File: src/fcc_pkg.sv
// Purpose: Shared constants and types of the flyback charge controller
// Assumes: 100 MHz system clock, analog comparators outside this logic
// Notes:   Timing counts derive from times in ns and the clock period
//
// Notes on behaviour
// - A charging sequence starts only on a rising edge of the charge request.
// - While the switch is on, it turns off at once when the current comparator trips.
// - The feedback comparator (1.205 V reference) is looked at only while the switch is off.
// - Once feedback reports target voltage, charging stops until a new rising request.
// - In fast mode the switch turns on as soon as the switch node falls below 1.2 V.
// - Timer mode is used while the output is below about 10 to 20 V, fast mode above it.
// - In timer mode the off-time is 18 us, after which the switch turns on again.
// - The switch stays off at least 300 ns before any turn-on; a start from idle here has no minimum off-time.
// - The limit select pin decodes low to 1.6 A, floating to 1.8 A, high to 2.0 A.
// - A new limit selection is taken during charging and applies from the next on-time.
package fcc_pkg;

  // ---------------------------------------------------------------
  // Clock and timing
  // ---------------------------------------------------------------
  localparam int CLK_PERIOD_NS = 10;
  localparam int TOFF_MIN_NS   = 300;
  localparam int TIMER_OFF_NS  = 18000;
  // Least time rounds up, fixed off-time rounds down
  localparam int TOFF_MIN_CYC  = (TOFF_MIN_NS + CLK_PERIOD_NS - 1) / CLK_PERIOD_NS;
  localparam int TIMER_OFF_CYC = TIMER_OFF_NS / CLK_PERIOD_NS;
  localparam int OFF_CNT_W     = 11;

  // ---------------------------------------------------------------
  // Current limit codes driven to the current comparator reference
  // ---------------------------------------------------------------
  localparam logic [1:0] LIM_1A6 = 2'h0;
  localparam logic [1:0] LIM_1A8 = 2'h1;
  localparam logic [1:0] LIM_2A0 = 2'h2;

  // ---------------------------------------------------------------
  // Controller states, one-hot
  // ---------------------------------------------------------------
  typedef enum logic [4:0] {
    ST_IDLE     = 5'h01,
    ST_ON       = 5'h02,
    ST_OFF_MIN  = 5'h04,
    ST_OFF_WAIT = 5'h08,
    ST_DONE     = 5'h10
  } fcc_state_t;

endpackage

File: src/fcc_ctrl.sv
// Purpose: Switch on/off control of a flyback capacitor charger
// Assumes: Comparator outputs and pins are asynchronous levels
// Notes:   Switch output decodes the state flops only; all inputs but nrst and clk_en pass fcc_sync first
`timescale 1ns/1ps
`default_nettype none
module fcc_ctrl #(
  parameter int TOFF_MIN_CYC  = fcc_pkg::TOFF_MIN_CYC,
  parameter int TIMER_OFF_CYC = fcc_pkg::TIMER_OFF_CYC,
  parameter int CNT_W         = fcc_pkg::OFF_CNT_W
) (
  input  wire logic       clk_sys,
  input  wire logic       nrst,
  input  wire logic       clk_en,
  input  wire logic       charge_req,
  input  wire logic       current_limit_hit,
  input  wire logic       switch_node_low,
  input  wire logic       feedback_sense,
  input  wire logic       vout_above_mode,
  input  wire logic       current_limit_select_low,
  input  wire logic       current_limit_select_high,
  output logic            switch_on,
  output logic [1:0]      switch_current_limit,
  output logic            charging,
  output logic            timer_mode,
  output logic            charge_done
);

  // ---------------------------------------------------------------
  // Input synchronisation
  // ---------------------------------------------------------------
  logic [6:0] raw_in;
  logic [6:0] sync_in;
  logic       req_s;
  logic       current_limit_select_hit_s;
  logic       sw_low_s;
  logic       fb_s;
  logic       vout_hi_s;
  logic       sel_low_s;
  logic       sel_high_s;

  assign raw_in = {charge_req, current_limit_hit, switch_node_low, feedback_sense,
                   vout_above_mode, current_limit_select_low, current_limit_select_high};

  fcc_sync #(.W(7)) fcc_sync_i (
    .clk_sys  (clk_sys),
    .nrst     (nrst),
    .clk_en   (clk_en),
    .async_in (raw_in),
    .sync_out (sync_in)
  );

  assign {req_s, current_limit_select_hit_s, sw_low_s, fb_s, vout_hi_s, sel_low_s, sel_high_s} = sync_in;

  // ---------------------------------------------------------------
  // Helpers
  // ---------------------------------------------------------------
  // Three-level pin decode; both sensed is treated as floating
  function automatic logic [1:0] decode_limit(input logic lo, input logic hi);
    if (lo && !hi) begin
      decode_limit = fcc_pkg::LIM_1A6;
    end else if (hi && !lo) begin
      decode_limit = fcc_pkg::LIM_2A0;
    end else begin
      decode_limit = fcc_pkg::LIM_1A8;
    end
  endfunction

  localparam logic [CNT_W-1:0] MIN_LAST   = CNT_W'(TOFF_MIN_CYC - 1);
  localparam logic [CNT_W-1:0] TIMER_LAST = CNT_W'(TIMER_OFF_CYC - 1);

  // ---------------------------------------------------------------
  // State
  // ---------------------------------------------------------------
  fcc_pkg::fcc_state_t state_q;
  fcc_pkg::fcc_state_t state_d;
  logic [CNT_W-1:0]    off_cnt_q;
  logic [CNT_W-1:0]    off_cnt_d;
  logic                req_prev_q;
  logic                req_prev_d;
  logic [1:0]          lim_q;
  logic [1:0]          lim_d;
  logic                tmode_q;
  logic                tmode_d;
  logic                req_rise;
  logic                fast_mode;
  logic [1:0]          lim_code;

  assign req_rise  = req_s && !req_prev_q;
  assign fast_mode = vout_hi_s;
  assign lim_code  = decode_limit(sel_low_s, sel_high_s);

  // Next state, off-time counter and latched limit
  always_comb begin
    state_d    = state_q;
    off_cnt_d  = off_cnt_q;
    lim_d      = lim_q;
    req_prev_d = req_s;
    tmode_d    = tmode_q;
    if (!clk_en) begin
      req_prev_d = req_prev_q;
    end else if (!req_s) begin
      state_d   = fcc_pkg::ST_IDLE;
      off_cnt_d = '0;
      tmode_d   = 1'b0;
    end else begin
      tmode_d = !fast_mode;
      unique case (state_q)
        fcc_pkg::ST_IDLE: begin
          if (req_rise) begin
            state_d = fcc_pkg::ST_ON;
            lim_d   = lim_code;
          end
        end
        fcc_pkg::ST_ON: begin
          off_cnt_d = '0;
          if (current_limit_select_hit_s) begin
            state_d = fcc_pkg::ST_OFF_MIN;
          end
        end
        fcc_pkg::ST_OFF_MIN: begin
          off_cnt_d = off_cnt_q + 1'b1;
          if (fb_s) begin
            state_d = fcc_pkg::ST_DONE;
          end else if (off_cnt_q >= MIN_LAST) begin
            state_d = fcc_pkg::ST_OFF_WAIT;
          end
        end
        fcc_pkg::ST_OFF_WAIT: begin
          if (off_cnt_q != {CNT_W{1'b1}}) begin
            off_cnt_d = off_cnt_q + 1'b1;
          end
          if (fb_s) begin
            state_d = fcc_pkg::ST_DONE;
          end else if (fast_mode && sw_low_s) begin
            state_d = fcc_pkg::ST_ON;
            lim_d   = lim_code;
          end else if (!fast_mode && off_cnt_q >= TIMER_LAST) begin
            state_d = fcc_pkg::ST_ON;
            lim_d   = lim_code;
          end
        end
        fcc_pkg::ST_DONE: begin
          off_cnt_d = '0;
          if (req_rise) begin
            state_d = fcc_pkg::ST_ON;
            lim_d   = lim_code;
          end
        end
        default: begin
          state_d = fcc_pkg::ST_IDLE;
        end
      endcase
    end
  end

  // Register state
  always_ff @(posedge clk_sys) begin
    if (!nrst) begin
      state_q    <= fcc_pkg::ST_IDLE;
      off_cnt_q  <= '0;
      req_prev_q <= 1'b0;
      lim_q      <= fcc_pkg::LIM_1A8;
      tmode_q    <= 1'b0;
    end else begin
      state_q    <= state_d;
      off_cnt_q  <= off_cnt_d;
      req_prev_q <= req_prev_d;
      lim_q      <= lim_d;
      tmode_q    <= tmode_d;
    end
  end

  // ---------------------------------------------------------------
  // Outputs, all from flops
  // ---------------------------------------------------------------
  assign switch_on            = (state_q == fcc_pkg::ST_ON);
  assign switch_current_limit = lim_q;
  assign charging             = (state_q == fcc_pkg::ST_ON) ||
                                (state_q == fcc_pkg::ST_OFF_MIN) ||
                                (state_q == fcc_pkg::ST_OFF_WAIT);
  assign timer_mode           = tmode_q;
  assign charge_done          = (state_q == fcc_pkg::ST_DONE);

  // ---------------------------------------------------------------
  // Assertions
  // ---------------------------------------------------------------
  // Off-time length of the period that just ended
  logic [CNT_W-1:0] off_len_q;
  always_ff @(posedge clk_sys) begin
    if (!nrst || switch_on) begin
      off_len_q <= '0;
    end else if (clk_en && off_len_q != {CNT_W{1'b1}}) begin
      off_len_q <= off_len_q + 1'b1;
    end
  end
endmodule
`default_nettype wire

File: src/fcc_sync.sv
// Purpose: Two-flop synchroniser for asynchronous comparator and pin levels
// Assumes: Inputs are slow levels relative to clk_sys
// Notes:   First stage feeds only the second stage
`timescale 1ns/1ps
`default_nettype none
module fcc_sync #(
  parameter int W = 1
) (
  input  wire logic         clk_sys,
  input  wire logic         nrst,
  input  wire logic         clk_en,
  input  wire logic [W-1:0] async_in,
  output logic      [W-1:0] sync_out
);

  logic [W-1:0] meta_q;
  logic [W-1:0] meta_d;
  logic [W-1:0] sync_q;
  logic [W-1:0] sync_d;

  // Next values, frozen while clock enable is low
  always_comb begin
    meta_d = clk_en ? async_in : meta_q;
    sync_d = clk_en ? meta_q : sync_q;
  end

  // Register both stages
  always_ff @(posedge clk_sys) begin
    if (!nrst) begin
      meta_q <= '0;
      sync_q <= '0;
    end else begin
      meta_q <= meta_d;
      sync_q <= sync_d;
    end
  end

  assign sync_out = sync_q;

endmodule
`default_nettype wire

File: config.mk
export PLATFORM = sky130hd
export DESIGN_NAME = fcc_ctrl
export DESIGN_NICKNAME = d
export VERILOG_FILES = /design/src/fcc_pkg.sv /design/src/fcc_ctrl.sv /design/src/fcc_sync.sv
export SDC_FILE = /design/constraint.sdc
export NUM_CORES = 1
export LEC_CHECK = 0
export BUFFER_PORTS_ARGS = -buffer_cell sky130_fd_sc_hd__buf_2
export CELL_PAD_IN_SITES_DETAIL_PLACEMENT = 2
export CELL_PAD_IN_SITES_GLOBAL_PLACEMENT = 2
export CORE_UTILIZATION = 30
export DETAILED_ROUTE_END_ITERATION = 8
export GPL_ROUTABILITY_DRIVEN = 0
export GPL_TIMING_DRIVEN = 0
export PLACE_DENSITY = 0.76
export SLEW_MARGIN = 20
export SYNTH_ARGS = -nofsm -noshare
export SYNTH_HDL_FRONTEND = slang
export SYNTH_HIERARCHICAL = 1
export SYNTH_SLANG_ARGS = --single-unit
export TNS_END_PERCENT = 50
File: constraint.sdc
create_clock -name clk_sys -period 1.9 [get_ports clk_sys]
set_input_delay 0.19 -clock clk_sys [delete_from_list [all_inputs] [get_ports clk_sys]]
set_output_delay 0.19 -clock clk_sys [all_outputs]
set_load 0.02 [all_outputs]
### After elaboration in Yosys (flattened, before gate mapping)

Index checks and enable logic that the tools add are counted.
W data, S select, Z words.

* output and inout port bits: 6
* logic and storage cells: 62
* register bits: 34
* input bits: 10

* order comparisons: 2
* reduce and logical (&&, ||, !) cells: 17
* mux-type cells: 20
* equality and inequality tests: 15
* $add $sub $neg: 1

Operators by type and width (count)
* $mux W5: 8
* $pmux W11 S3: 1
* $mux W11: 2
* $pmux W5 S4: 1
* $mux W2: 6
* $ne A3 B3 Y1 const B: 4
* $add A11 B1 Y11 const B: 1
* $ge A11 B11 Y1 const B: 1
* $ge A11 B5 Y1 const B: 1
* $ne A11 B11 Y1 const B: 1
* $ne A4 B4 Y1 const B: 2
* $reduce_and A6 Y1: 1
* $eq A5 B1 Y1 const B: 1
* $eq A5 B2 Y1 const B: 1
* $eq A5 B3 Y1 const B: 1
* $eq A5 B4 Y1 const B: 1
* $eq A5 B5 Y1 const B: 1
* $logic_and A1 B1 Y1: 5
* $ne A5 B5 Y1 const B: 1
* $reduce_and A5 Y1: 1
* $logic_not A1 Y1: 4
* $pmux W2 S2: 1
* $reduce_or A2 Y1: 2
* $reduce_and A3 Y1: 1
* other kinds (5): 6

### Logic depth before layout (Yosys ltp)

Gate-level depths: netlist (run 1).

* depth after elaboration: 8
* depth in mapped cells: 7
* mapped depth without buffers: 7

### Cells and area by module

The synthesis (run 1) kept the hierarchy.

Modules (own cells, without submodules)
* fcc_ctrl: area an instance 1462.7 um^2, cells each 179, sequential area each 400.4 um^2, instances 1
* fcc_sync: area an instance 543.0 um^2, cells each 45, sequential area each 280.3 um^2, instances 1

### Worst setup path before layout (run 1)

OpenSTA, ideal clock, no wires.

* path kind: register -> register
* from: register off_cnt_q[0]
* to: register off_cnt_q[8]
* arrival: 1931 ps
* path slack: -132 ps
* stages on the path, launching flop included: 8
* library setup time: 101 ps
* clock period less this slack: 2032 ps
* data required time: 1799 ps
* buffers on the path: 1
* path through: dfxtp_1 > ha_1 > nand3_1 > or3_1 > o31ai_4 > buf_2 > o311ai_0 > o41ai_1

* cells in the longest elaborated chain, start to end: 4
* elaborated cells on any way between the ends: 7
* classes of those cells: add/sub (1); eq/ne (2); mux (3); reduce/logical (1)

Ends and longest elaborated chain
* from (decl): line fcc_ctrl.sv:76 `logic [CNT_W-1:0] off_cnt_q;`
* from (signal assigned): line fcc_ctrl.sv:166 `off_cnt_q <= off_cnt_d;`
* $add A11 B1 Y11: line fcc_ctrl.sv:121, fcc_ctrl.sv:130
* $mux W11: line fcc_ctrl.sv:129 `if (off_cnt_q != {CNT_W{1'b1}}) begin`
* $pmux W11 S3: line fcc_ctrl.sv:107 `unique case (state_q)`
* $mux W11: line fcc_ctrl.sv:101 `end else if (!req_s) begin`

Several ways; a longest one is shown, not always the timed one. The select of a mux whose other input is x is not followed.
A chain may end at the register's enable or synchronous reset.

### Final worst setup path (run 1)

* from: register off_cnt_q[9]
* to: register state_q[3]

* cells in the longest elaborated chain, start to end: 4
* elaborated cells on any way between the ends: 6
* classes of those cells: order compare (2); eq/ne (2); reduce/logical (2)

Ends and longest elaborated chain
* $ge A11 B11 Y1: line fcc_ctrl.sv:137 `end else if (!fast_mode && off_cnt_q >= TIMER_LAST) begin`
* $logic_and A1 B1 Y1: line fcc_ctrl.sv:137
* $ne A5 B5 Y1 (no line)
* $reduce_and A5 Y1 (no line) *
* to (signal assigned): line fcc_ctrl.sv:159 `state_q <= fcc_pkg::ST_IDLE;`
* to (signal assigned): line fcc_ctrl.sv:165 `state_q <= state_d;`
* to (decl): line fcc_ctrl.sv:74 `fcc_pkg::fcc_state_t state_q;`

Every way passes the cells marked *; elsewhere a longest branch is shown, timed or not.

==> results by group, run 1 <==
Outcome
  – Status: finished, violations left
  – Failing checks: setup timing

Route
  – Final wirelength: 7561 um
  – Via-to-Cell Ratio: 5.834
  – Drt wl/cell: 22.04 um
  – Final antenna-violating net count: 0
  – DRC Markers: 0
  – TritonRoute pass-1 iters: 4
  – Vias: 2,001
  – Number of DRC markers in iteration 0: 101

GRT
  – Pin count of the biggest net entering global routing: 12
  – Initial antenna violation count: 0
  – Vias in the first global route: 2,074
  – Final global-route overflow total: 0
  – GRT Total Usage: 20.24%
  – First-pass GRT wire length: 11,160 um

Synthesis
  – Syn avg cell area: 8.954 um^2
  – Flops & latches, synth: 34
  – Syn Nets: 237
  – Gate Count Post-Synth: 224
  – Post-Syn Area: 2006 um^2
  – Yosys top cell area share: 33.94%
  – Yosys synthesis warning count: 6
  – Yosys cell types: 47
  – Top FF cell, synth: dfxtp_1
  – EDFF count, synth: 0
  – Dominant cells by area after synthesis: dfxtp_1 (34%), mux2i_1 (8.5%), nor2b_1 (5.3%)
  – Post-synthesis sequential area ratio: 33.94%
  – Post-synthesis async set-or-reset flop share: 0%
  – Post-synth top area cell: dfxtp_1

Min path
  – Hold crit path type: input port to register
  – Hold path cells: 3
  – Hold path start: feedback_sense
  – Hold Path End: fcc_sync_i/meta_q[3]$_SDFFE_PN0P_

STA
  – Final hold slack: 151.0 ps
  – Fmax: 505.3 MHz
  – Minimum clock period: 1979 ps
  – Pins Over Slew Limit: 0
  – Final-report hold violation count: 0
  – Final Setup Violations: 12
  – RSZ-0062 raised after global routing: yes
  – Worst Tran Pin Value: 698.7 ps
  – Final Skew: 9.561 ps
  – Worst rel slew slack: 53.42%
  – Period Utilization, post-route: 104.2%
  – Final setup slack of the worst path: -78.89 ps

Worst setup path
  – FF-to-FF Start: off_cnt_q[9]$_SDFFE_PN0P_
  – Max FO, Critical Path: 10
  – CP Launch Type: register
  – Worst Reg-to-Reg Cells: 6
  – Critical Path End Type: register
  – CP Class: register to register
  – Arrival time worst endpoint: 2200 ps
  – Setup slack, reg-to-reg: -80 ps
  – RR Endpoint: state_q[3]$_SDFFE_PN0P_
  – Required time of the critical path: 2120 ps

Pwr
  – Power Density: 568.3 nW/um^2
  – Leak: 0.0009743 uW
  – VDD IR max: 340.2 uV

CTS
  – Cts hold-fix bufs: 0
  – Clock Latency Late Sink: 300 ps
  – H-tree Lvls: 2
  – Num CTS Buffers: 5
  – Root buf cell: clkbuf_8
  – CTS tree: built
  – Clock buffer depth: 2
  – Clock transition at path regs: 80 ps
  – CTS sink cnt: 34

Finish
  – Layout cells sized above 1: 33.46%
  – Diodes inserted: 0
  – Fin nets: 278
  – Fin area: 2669 um^2
  – Area delta synth->final: 33.06%
  – Register Area: 695.7 um^2
  – Fillers: 702
  – Multi-input combinational cell area: 1370 um^2

Placed design
  – PortBufs: 15
  – Placed cell area: 2190 um^2
  – Final HPWL DP: 4341 um

Run
  – Max_cap viols: 0

Floorplanning
  – Die Wd: 83.77 um
  – Num rows: 29
  – Die H: 83.77 um
  – Starting density of the core: 31.41%
  – Ports: 16
  – Core Area: 6386 um^2
  – Die area: 7017 um^2
==> through the flow <==
stage | std cells | power [uW] | setup TNS (ps) | utilization (%) | setup WS (ps)
CTS | 335 | 1489 | -335.1 | 39.18 | -79.73
detailed placement | 316 | 899.0 | -4861 | 34.29 | -417.7
global placement | 316 | 891.6 | -3978 | 34.29 | -324.3
global route | 343 | 1564 | -1568 | 41.79 | -177.9
floorplan | 224 | 849.4 | 0 | - | 7.623
finish | 343 | 1517 | -452.5 | 41.79 | -78.89
==> logic make-up (layout without fill, tap and decap cells) <==
logic type               Yosys count  count (layout)  synth area share (%)
flip-flops                        34              34                 33.94
multiplexers                      17              17                 8.484
adder cells (fa/ha/maj)            3               3                 1.872
buffers and inverters             21              63                 5.615
XOR/XNOR                           6               6                 2.620
AO/OA/AOI/OAI                     50              50                 21.09
AND/OR/NAND/NOR                   93              93                 26.39
==> synthesized netlist by cell type (3+ instances only) <==
cell type,count
nand2b_1,3
o31ai_1,4
nand2_1,10
nor2b_1,17
a21oi_1,7
nand4_1,6
o21ai_0,9
nor2_1,20
buf_2,5
nor4_1,4
or3_1,3
a31oi_1,3
ha_1,3
o31a_1,4
inv_1,7
xor2_1,4
or4_1,9
mux2i_1,17
o311ai_0,7
clkbuf_1,6
nand3_1,8
dfxtp_1,34
nor3_1,4
==> routing by layer <==
| metal | GRT usage (%) | wire length (um) |
|---|---|---|
| met1 | 25.47 | 3224 |
| met2 | 35.48 | 3996 |
| met3 | 2.967 | 161 |
| met4 | 6.317 | 178 |
| met5 | 0 | 0 |
==> timing repair <==
action,CTS,global route
gates cloned,1,0
resized for setup,35,30
setup endpoints to repair,19,18
buffers inserted,10,8
pin swaps,9,3
==> worst max-delay path, stage by stage (launching register included) <==
cell and delay [ps]:
dfxtp_1 430, nand2_1 210, nor3b_2 300, a221oi_4 110, buf_12 160, or4_1 530, a21oi_1 160
==> cells in the final DEF, fill, tap and decap left out, drive strengths merged, types with 3 or more instances in the layout <==
| cell type | count |
|---|---|
| xor2 | 4 |
| o21ai | 9 |
| or3 | 3 |
| nor2 | 20 |
| nor4 | 4 |
| o41ai | 3 |
| buf | 44 |
| nand4 | 6 |
| clkbuf | 10 |
| nand2b | 3 |
| nand2 | 10 |
| o311ai | 8 |
| nor3 | 5 |
| nor2b | 17 |
| o31a | 4 |
| dfxtp | 34 |
| a21oi | 7 |
| inv | 7 |
| or4 | 9 |
| nand3 | 8 |
| a31oi | 3 |
| ha | 3 |
| mux2i | 17 |
| o31ai | 5 |
==> layout make-up <==
type / instances / area share [%]
repair buffers: 34 / 9.376
well taps: 77 / 3.610
plain buffers: 14 / 5.063
multi-input cells: 169 / 51.34
flip-flops and latches: 34 / 26.07
clock buffers: 6 / 3.094
inverters: 7 / 0.9845
clock inverters: 2 / 0.4688
==> sequential cells by signal (all words and copies together) (netlist names) <==
register	count
switch_current_limit	2
req_prev_q	1
state_q	5
timer_mode	1
fcc_sync_i/sync_out	7
fcc_sync_i/meta_q	7
off_cnt_q	11
==> power by group <==
group          leakage, uW  total (uW)  switching (uW)  internal [uW]
logic             0.000647         182             105           77.0
clock network    0.0000472         594             302            292
registers         0.000280         741            14.4            726
total             0.000974        1520             421           1100
==> worst max path at each step <==
| stage | from | end | slack (ps) | cells past startpoint |
|---|---|---|---|---|
| finish | off_cnt_q[9]$_SDFFE_PN0P_ | state_q[3]$_SDFFE_PN0P_ | -80 | 6 |
| global route | off_cnt_q[9]$_SDFFE_PN0P_ | state_q[3]$_SDFFE_PN0P_ | -180 | 6 |
| CTS | off_cnt_q[1]$_SDFFE_PN0P_ | state_q[1]$_SDFFE_PN0P_ | -80 | 7 |
| detailed placement | off_cnt_q[0]$_SDFFE_PN0P_ | off_cnt_q[8]$_SDFFE_PN0P_ | -420 | 7 |
| global placement | off_cnt_q[0]$_SDFFE_PN0P_ | off_cnt_q[9]$_SDFFE_PN0P_ | -320 | 7 |
| floorplan | off_cnt_q[0]$_SDFFE_PN0P_ | off_cnt_q[8]$_SDFFE_PN0P_ | 8 | 7 |
(Power assumes the default switching activity.)
==> inputs of run 2 (changes only) <==
- PLACE_DENSITY: 0.76 -> 0.73
- clock period: 1.9 -> 2.4 ns (I/O delays scaled with it)
==> results by group, run 2 (synthesized netlist as in run 1, its figures left out) <==
Outcome
  – Status: finished clean

Placed design
  – Final HPWL DP: 4331 um (-0.23%)
  – Placed cell area: 2177 um^2 (-0.57%)
  – PortBufs: 15 (unchanged)

Pwr
  – VDD IR max: 299.0 uV (-12%)
  – Power Density: 501.1 nW/um^2 (-12%)
  – Leak: 0.0008361 uW (-14%)
  – Pwr Total: 1153 uW (-24%)

Worst setup path
  – CP Class: register to register
  – Max FO, Critical Path: 10 (unchanged)
  – Arrival time worst endpoint: 2400 ps (+200 ps)
  – Worst Reg-to-Reg Cells: 7 (+1)
  – CP Launch Type: register
  – Critical Path End Type: register
  – Required time of the critical path: 2590 ps (+470 ps)

Route
  – TritonRoute pass-1 iters: 4 (unchanged)
  – DRC Markers: 0 (unchanged)
  – Final wirelength: 6001 um (-21%)
  – Met2 WL: 2967 um (-26%)
  – Drt wl/cell: 18.46 um (-16%)
  – Vias: 1,865 (-6.8%)
  – Highest metal used: met4
  – Via-to-Cell Ratio: 5.738 (-1.6%)
  – Final antenna-violating net count: 0 (unchanged)
  – Number of DRC markers in iteration 0: 55 (-46%)
  – Met3 routed wirelength: 84 um (-48%)
  – Wl on met1: 2898 um (-10%)

CTS
  – CTS tree: built
  – Clock buffer depth: 2 (unchanged)
  – Clock Latency Late Sink: 290 ps (about the same)
  – Cts hold-fix bufs: 0 (unchanged)
  – H-tree Lvls: 2 (unchanged)
  – Clock transition at path regs: 80 ps (about the same)
  – Num CTS Buffers: 5 (unchanged)
  – Root buf cell: clkbuf_8
  – CTS sink cnt: 34 (unchanged)

GRT
  – Initial antenna violation count: 0 (unchanged)
  – First-pass GRT wire length: 10,090 um (-9.6%)
  – Pin count of the biggest net entering global routing: 12 (unchanged)
  – Final global-route overflow total: 0 (unchanged)
  – GRT Total Usage: 18.33% (-1.9 points)
  – Vias in the first global route: 1,942 (-6.4%)

Floorplanning
  – Ports: 16 (unchanged)
  – Core Area: 6386 um^2 (unchanged)
  – Num rows: 29 (unchanged)
  – Die H: 83.77 um (unchanged)
  – Die area: 7017 um^2 (unchanged)
  – Die Wd: 83.77 um (unchanged)
  – Starting density of the core: 31.41% (unchanged)

Finish
  – Most common cell after layout, fill and taps aside: dfxtp_1
  – Area delta synth->final: 14.72%
  – Fillers: 727 (+3.6%)
  – Diodes inserted: 0 (unchanged)
  – Fin area: 2301 um^2 (-14%)
  – Layout cells sized above 1: 18.55% (-15 points)
  – Top reg by flops: off_cnt_q
  – Number of flip-flops in the largest register: 11 (unchanged)
  – Fin nets: 260 (-6.5%)
  – Register Area: 683.2 um^2 (-1.8%)
  – Multi-input combinational cell area: 1225 um^2 (-11%)
  – Commonest non-fill, non-tap cells in the layout: dfxtp_1 (32), nor2_1 (20), buf_2 (19), nor2b_1 (17), mux2i_1 (17)

STA
  – Fmax: 452.9 MHz (-10%)
  – Final-report hold violation count: 0 (unchanged)
  – Minimum clock period: 2208 ps (+228.9 ps)
  – Final Setup Violations: 0 (-12)
  – Period Utilization, post-route: 91.99% (-12 points)
  – Worst rel slew slack: 54.45% (+1.0 points)
  – Setup TNS: 0 ps (+452.5 ps)
  – Final Skew: 6.986 ps (-2.575 ps)
  – Pins Over Slew Limit: 0 (unchanged)
  – RSZ-0062 raised after global routing: no
  – Worst Tran Pin Value: 682.0 ps (-16.70 ps)

Min path
  – Hold crit path type: input port to register
  – Hold path cells: 3 (unchanged)

Run
  – Max_cap viols: 0 (unchanged)
==> run 2: cell types whose count changed in the layout (fill, tap and decap cells not counted), moves of 4 or more <==
cell      previous run  this run
buf_2               15        19
dfxtp_1             26        32
buf_6                6         1
o311ai_0             2         7
dfxtp_2              6         2
buf_4               19         3
==> run 2: through the flow <==
stage               instances  worst slack, ps  util, %  hold WS (ps)
floorplan                 224            368.4        -         368.2
global placement          316           -104.0    34.09         448.4
CTS                       325            43.40    35.85         213.7
global route              325            26.89    36.03         229.6
finish                    325            192.2    36.03         214.6
detailed placement        316           -146.3    34.09         457.0
==> run 2: layout make-up <==
cell class	count	area share, %
clock inverter	2	0.5438
buffer	14	4.024
timing repair buffer	16	3.589
inverter	7	1.142
sequential	34	29.69
clock buffer	6	3.589
tap	77	4.187
multi-input combinational	169	53.24
==> run 2: per-layer routing <==
metal / global-route usage [%] / up-vias
met5: 0 / -
met4: 4.468 / 0
met3: 2.077 / 7
met2: 31.63 / 16
met1: 24.34 / 954
li1: - / 888
==> run 2: final timing paths <==
path,slack [ps],end,from
setup / recovery,190,off_cnt_q[8]$_SDFFE_PN0P_,off_cnt_q[0]$_SDFFE_PN0P_
hold / removal,210,fcc_sync_i/meta_q[3]$_SDFFE_PN0P_,feedback_sense
setup reg to reg,190,off_cnt_q[8]$_SDFFE_PN0P_,off_cnt_q[0]$_SDFFE_PN0P_
hold reg to reg,470,switch_current_limit[1]$_SDFFE_PN0P_,switch_current_limit[1]$_SDFFE_PN0P_
==> run 2: report_power, final <==
part           internal, uW  switching (uW)  total [uW]  leakage, uW
clock network           231             223         454    0.0000472
logic                  46.6            66.5         113     0.000512
registers               577            9.31         586     0.000277
total                   854             299        1150     0.000836
==> run 2: what timing repair did <==
item                       4_1_cts  5_1_grt
pin swaps                        1        1
gates resized for setup          4        7
setup endpoints to repair        9        8
buffers inserted                 1        0
==> run 2: worst max-delay path, cell delays in order, from the launching register on <==
cell and delay [ps]:
dfxtp_2 420, ha_2 250, nand3_2 150, or3_4 470, o31ai_4 290, buf_4 240
o311ai_0 170, o41ai_1 110
==> inputs of run 3 (changes only) <==
- clock period: 2.4 -> 2.65 ns (I/O delays scaled with it)
==> results by group, run 3 (synthesized netlist as in run 1, its figures left out) <==
Outcome
  – Status: finished clean

Floorplanning
  – Num rows: 29 (unchanged)
  – Starting density of the core: 31.41% (unchanged)
  – Die H: 83.77 um (unchanged)
  – Die Wd: 83.77 um (unchanged)
  – Core Area: 6386 um^2 (unchanged)
  – Ports: 16 (unchanged)
  – Die area: 7017 um^2 (unchanged)

Finish
  – Layout Cells excl Fill: 325 (unchanged)
  – Diodes inserted: 0 (unchanged)
  – Number of flip-flops in the largest register: 11 (unchanged)
  – Commonest non-fill, non-tap cells in the layout: dfxtp_1 (33), nor2_1 (20), buf_2 (19), nor2b_1 (17), mux2i_1 (17)
  – Layout cells sized above 1: 15.73% (-2.8 points)
  – Fillers: 729 (+0.28%)
  – Register Area: 681.9 um^2 (-0.18%)
  – Multi-input combinational cell area: 1212 um^2 (-1.0%)
  – Most common cell after layout, fill and taps aside: dfxtp_1
  – Fin nets: 260 (unchanged)
  – Top reg by flops: off_cnt_q
  – Area delta synth->final: 13.85%
  – Util after Layout: 35.76% (-0.27 points)

Placed design
  – Final HPWL DP: 4331 um (unchanged)
  – PortBufs: 15 (unchanged)
  – Placed Cells: 316 (unchanged)

GRT
  – Final global-route overflow total: 0 (unchanged)
  – Pin count of the biggest net entering global routing: 12 (unchanged)
  – First-pass GRT wire length: 9956 um (-1.3%)
  – Initial antenna violation count: 0 (unchanged)
  – Vias in the first global route: 1,934 (-0.41%)
  – GRT Total Usage: 18.02% (-0.31 points)

Pwr
  – Power Density: 458.0 nW/um^2 (-8.6%)
  – Pwr Total: 1046 uW (-9.3%)
  – Net Sw Power: 272.4 uW (-8.8%)
  – Clock power frac: 39.6% (+0.3 points)
  – Gate power share: 9.7% (about the same)
  – VDD IR max: 270.9 uV (-9.4%)
  – Leak: 0.0008267 uW (-1.1%)
  – Seq pwr share: 50.8% (about the same)
  – Internal power: 773.6 uW (-9.5%)
  – Switching part of the total: 26.04% (+0.13 points)

Route
  – Number of DRC markers in iteration 0: 48 (-13%)
  – Final wirelength: 5889 um (-1.9%)
  – Drt wl/cell: 18.12 um (-1.9%)
  – TritonRoute pass-1 iters: 4 (unchanged)
  – Final antenna-violating net count: 0 (unchanged)
  – Vias: 1,840 (-1.3%)
  – Via-to-Cell Ratio: 5.662 (-1.3%)
  – DRC Markers: 0 (unchanged)

STA
  – Final-report hold violation count: 0 (unchanged)
  – Final Skew: 8.632 ps (+1.646 ps)
  – Minimum clock period: 2500 ps (+292.6 ps)
  – Final Setup Violations: 0 (unchanged)
  – Pins Over Slew Limit: 0 (unchanged)
  – RSZ-0062 raised after global routing: no
  – Worst rel slew slack: 54.44% (about the same)
  – Worst Tran Pin Value: 682.1 ps (+0.1283 ps)
  – Fmax: 399.9 MHz (-12%)
  – Setup TNS: 0 ps (unchanged)
  – Period Utilization, post-route: 94.35% (+2.4 points)

Worst setup path
  – Critical Path Max Stage Delay: 520 ps (+50 ps)
  – CP Class: register to register
  – Critical Path End Type: register
  – Arrival time worst endpoint: 2690 ps (+290 ps)
  – Critical path's slowest cell: or3_1
  – CP cell instances: ha_1 > nand3_1 > or3_1 > o31ai_4 > buf_4 > o311ai_0 > o41ai_1
  – Max FO, Critical Path: 10 (unchanged)
  – CP Launch Type: register
  – Crit path max-delay family: simple AND/OR/NAND/NOR gates
  – Buf/Inv on CP: 1 (unchanged)
  – Required time of the critical path: 2840 ps (+250 ps)

CTS
  – CTS tree: built
  – Clock Latency Late Sink: 290 ps (about the same)
  – H-tree Lvls: 2 (unchanged)
  – Num CTS Buffers: 5 (unchanged)
  – Clock buffer depth: 2 (unchanged)
  – Cts hold-fix bufs: 0 (unchanged)
  – Clock transition at path regs: 80 ps (about the same)
  – CTS sink cnt: 34 (unchanged)
  – Root buf cell: clkbuf_8

Run
  – Max_cap viols: 0 (unchanged)

Min path
  – Hold crit path type: input port to register
==> run 3: layout make-up <==
| class | instances | share of cell area [%] |
|---|---|---|
| multi-input combinational | 169 | 53.10 |
| tap | 77 | 4.219 |
| inverter | 7 | 1.151 |
| clock inverter | 2 | 0.5479 |
| sequential | 34 | 29.86 |
| timing repair buffer | 16 | 3.616 |
| clock buffer | 6 | 3.616 |
| buffer | 14 | 3.890 |
==> run 3: path summary, 6_finish.rpt <==
check | from | end | slack (ps) | cells past startpoint
worst max-delay path | off_cnt_q[1]$_SDFFE_PN0P_ | off_cnt_q[8]$_SDFFE_PN0P_ | 150 | 7
worst min-delay path | feedback_sense | fcc_sync_i/meta_q[3]$_SDFFE_PN0P_ | 240 | 3
worst max register to register | off_cnt_q[1]$_SDFFE_PN0P_ | off_cnt_q[8]$_SDFFE_PN0P_ | 150 | 7
worst min register to register | switch_current_limit[1]$_SDFFE_PN0P_ | switch_current_limit[1]$_SDFFE_PN0P_ | 470 | 2
==> run 3: power by group through the flow <==
stage	registers (uW)	clock network, uW	logic [uW]
global route	532	443	112
global placement	543	0	98.0
finish	531	414	101
CTS	531	427	102
detailed placement	543	0	101
floorplan	541	0	67.6
==> run 3: per-stage QoR <==
stage / cell area (um^2) / worst slack [ps] / hold WS (ps)
2_1_floorplan: 2006 / 618.4 / 393.2
3_3_place_gp: 2177 / 146.0 / 448.4
3_5_place_dp: 2177 / 103.7 / 457.0
4_1_cts: 2272 / 25.54 / 238.7
5_1_grt: 2283 / 6.841 / 254.6
6_report: 2283 / 149.6 / 239.1
==> run 3: worst min-delay path, delay by kind of cell <==
kind,cells,cell delay (ps)
buffers and inverters,1,70
muxes,1,60
and+or+nand+nor,1,90
==> run 3: repair_timing <==
| action | CTS | global route |
|---|---|---|
| endpoints found under the setup margin | 0 | 8 |
| gates resized for setup | 0 | 3 |
| setup buffers | 0 | 1 |
==> run 3: metal layers <==
layer / track usage (%) / vias up / share of wire, %
li1: - / 889 / -
met1: 23.79 / 928 / 48
met2: 31.19 / 15 / 50
met3: 2.077 / 8 / 1.5
met4: 4.468 / 0 / 0.90
met5: 0 / - / 0
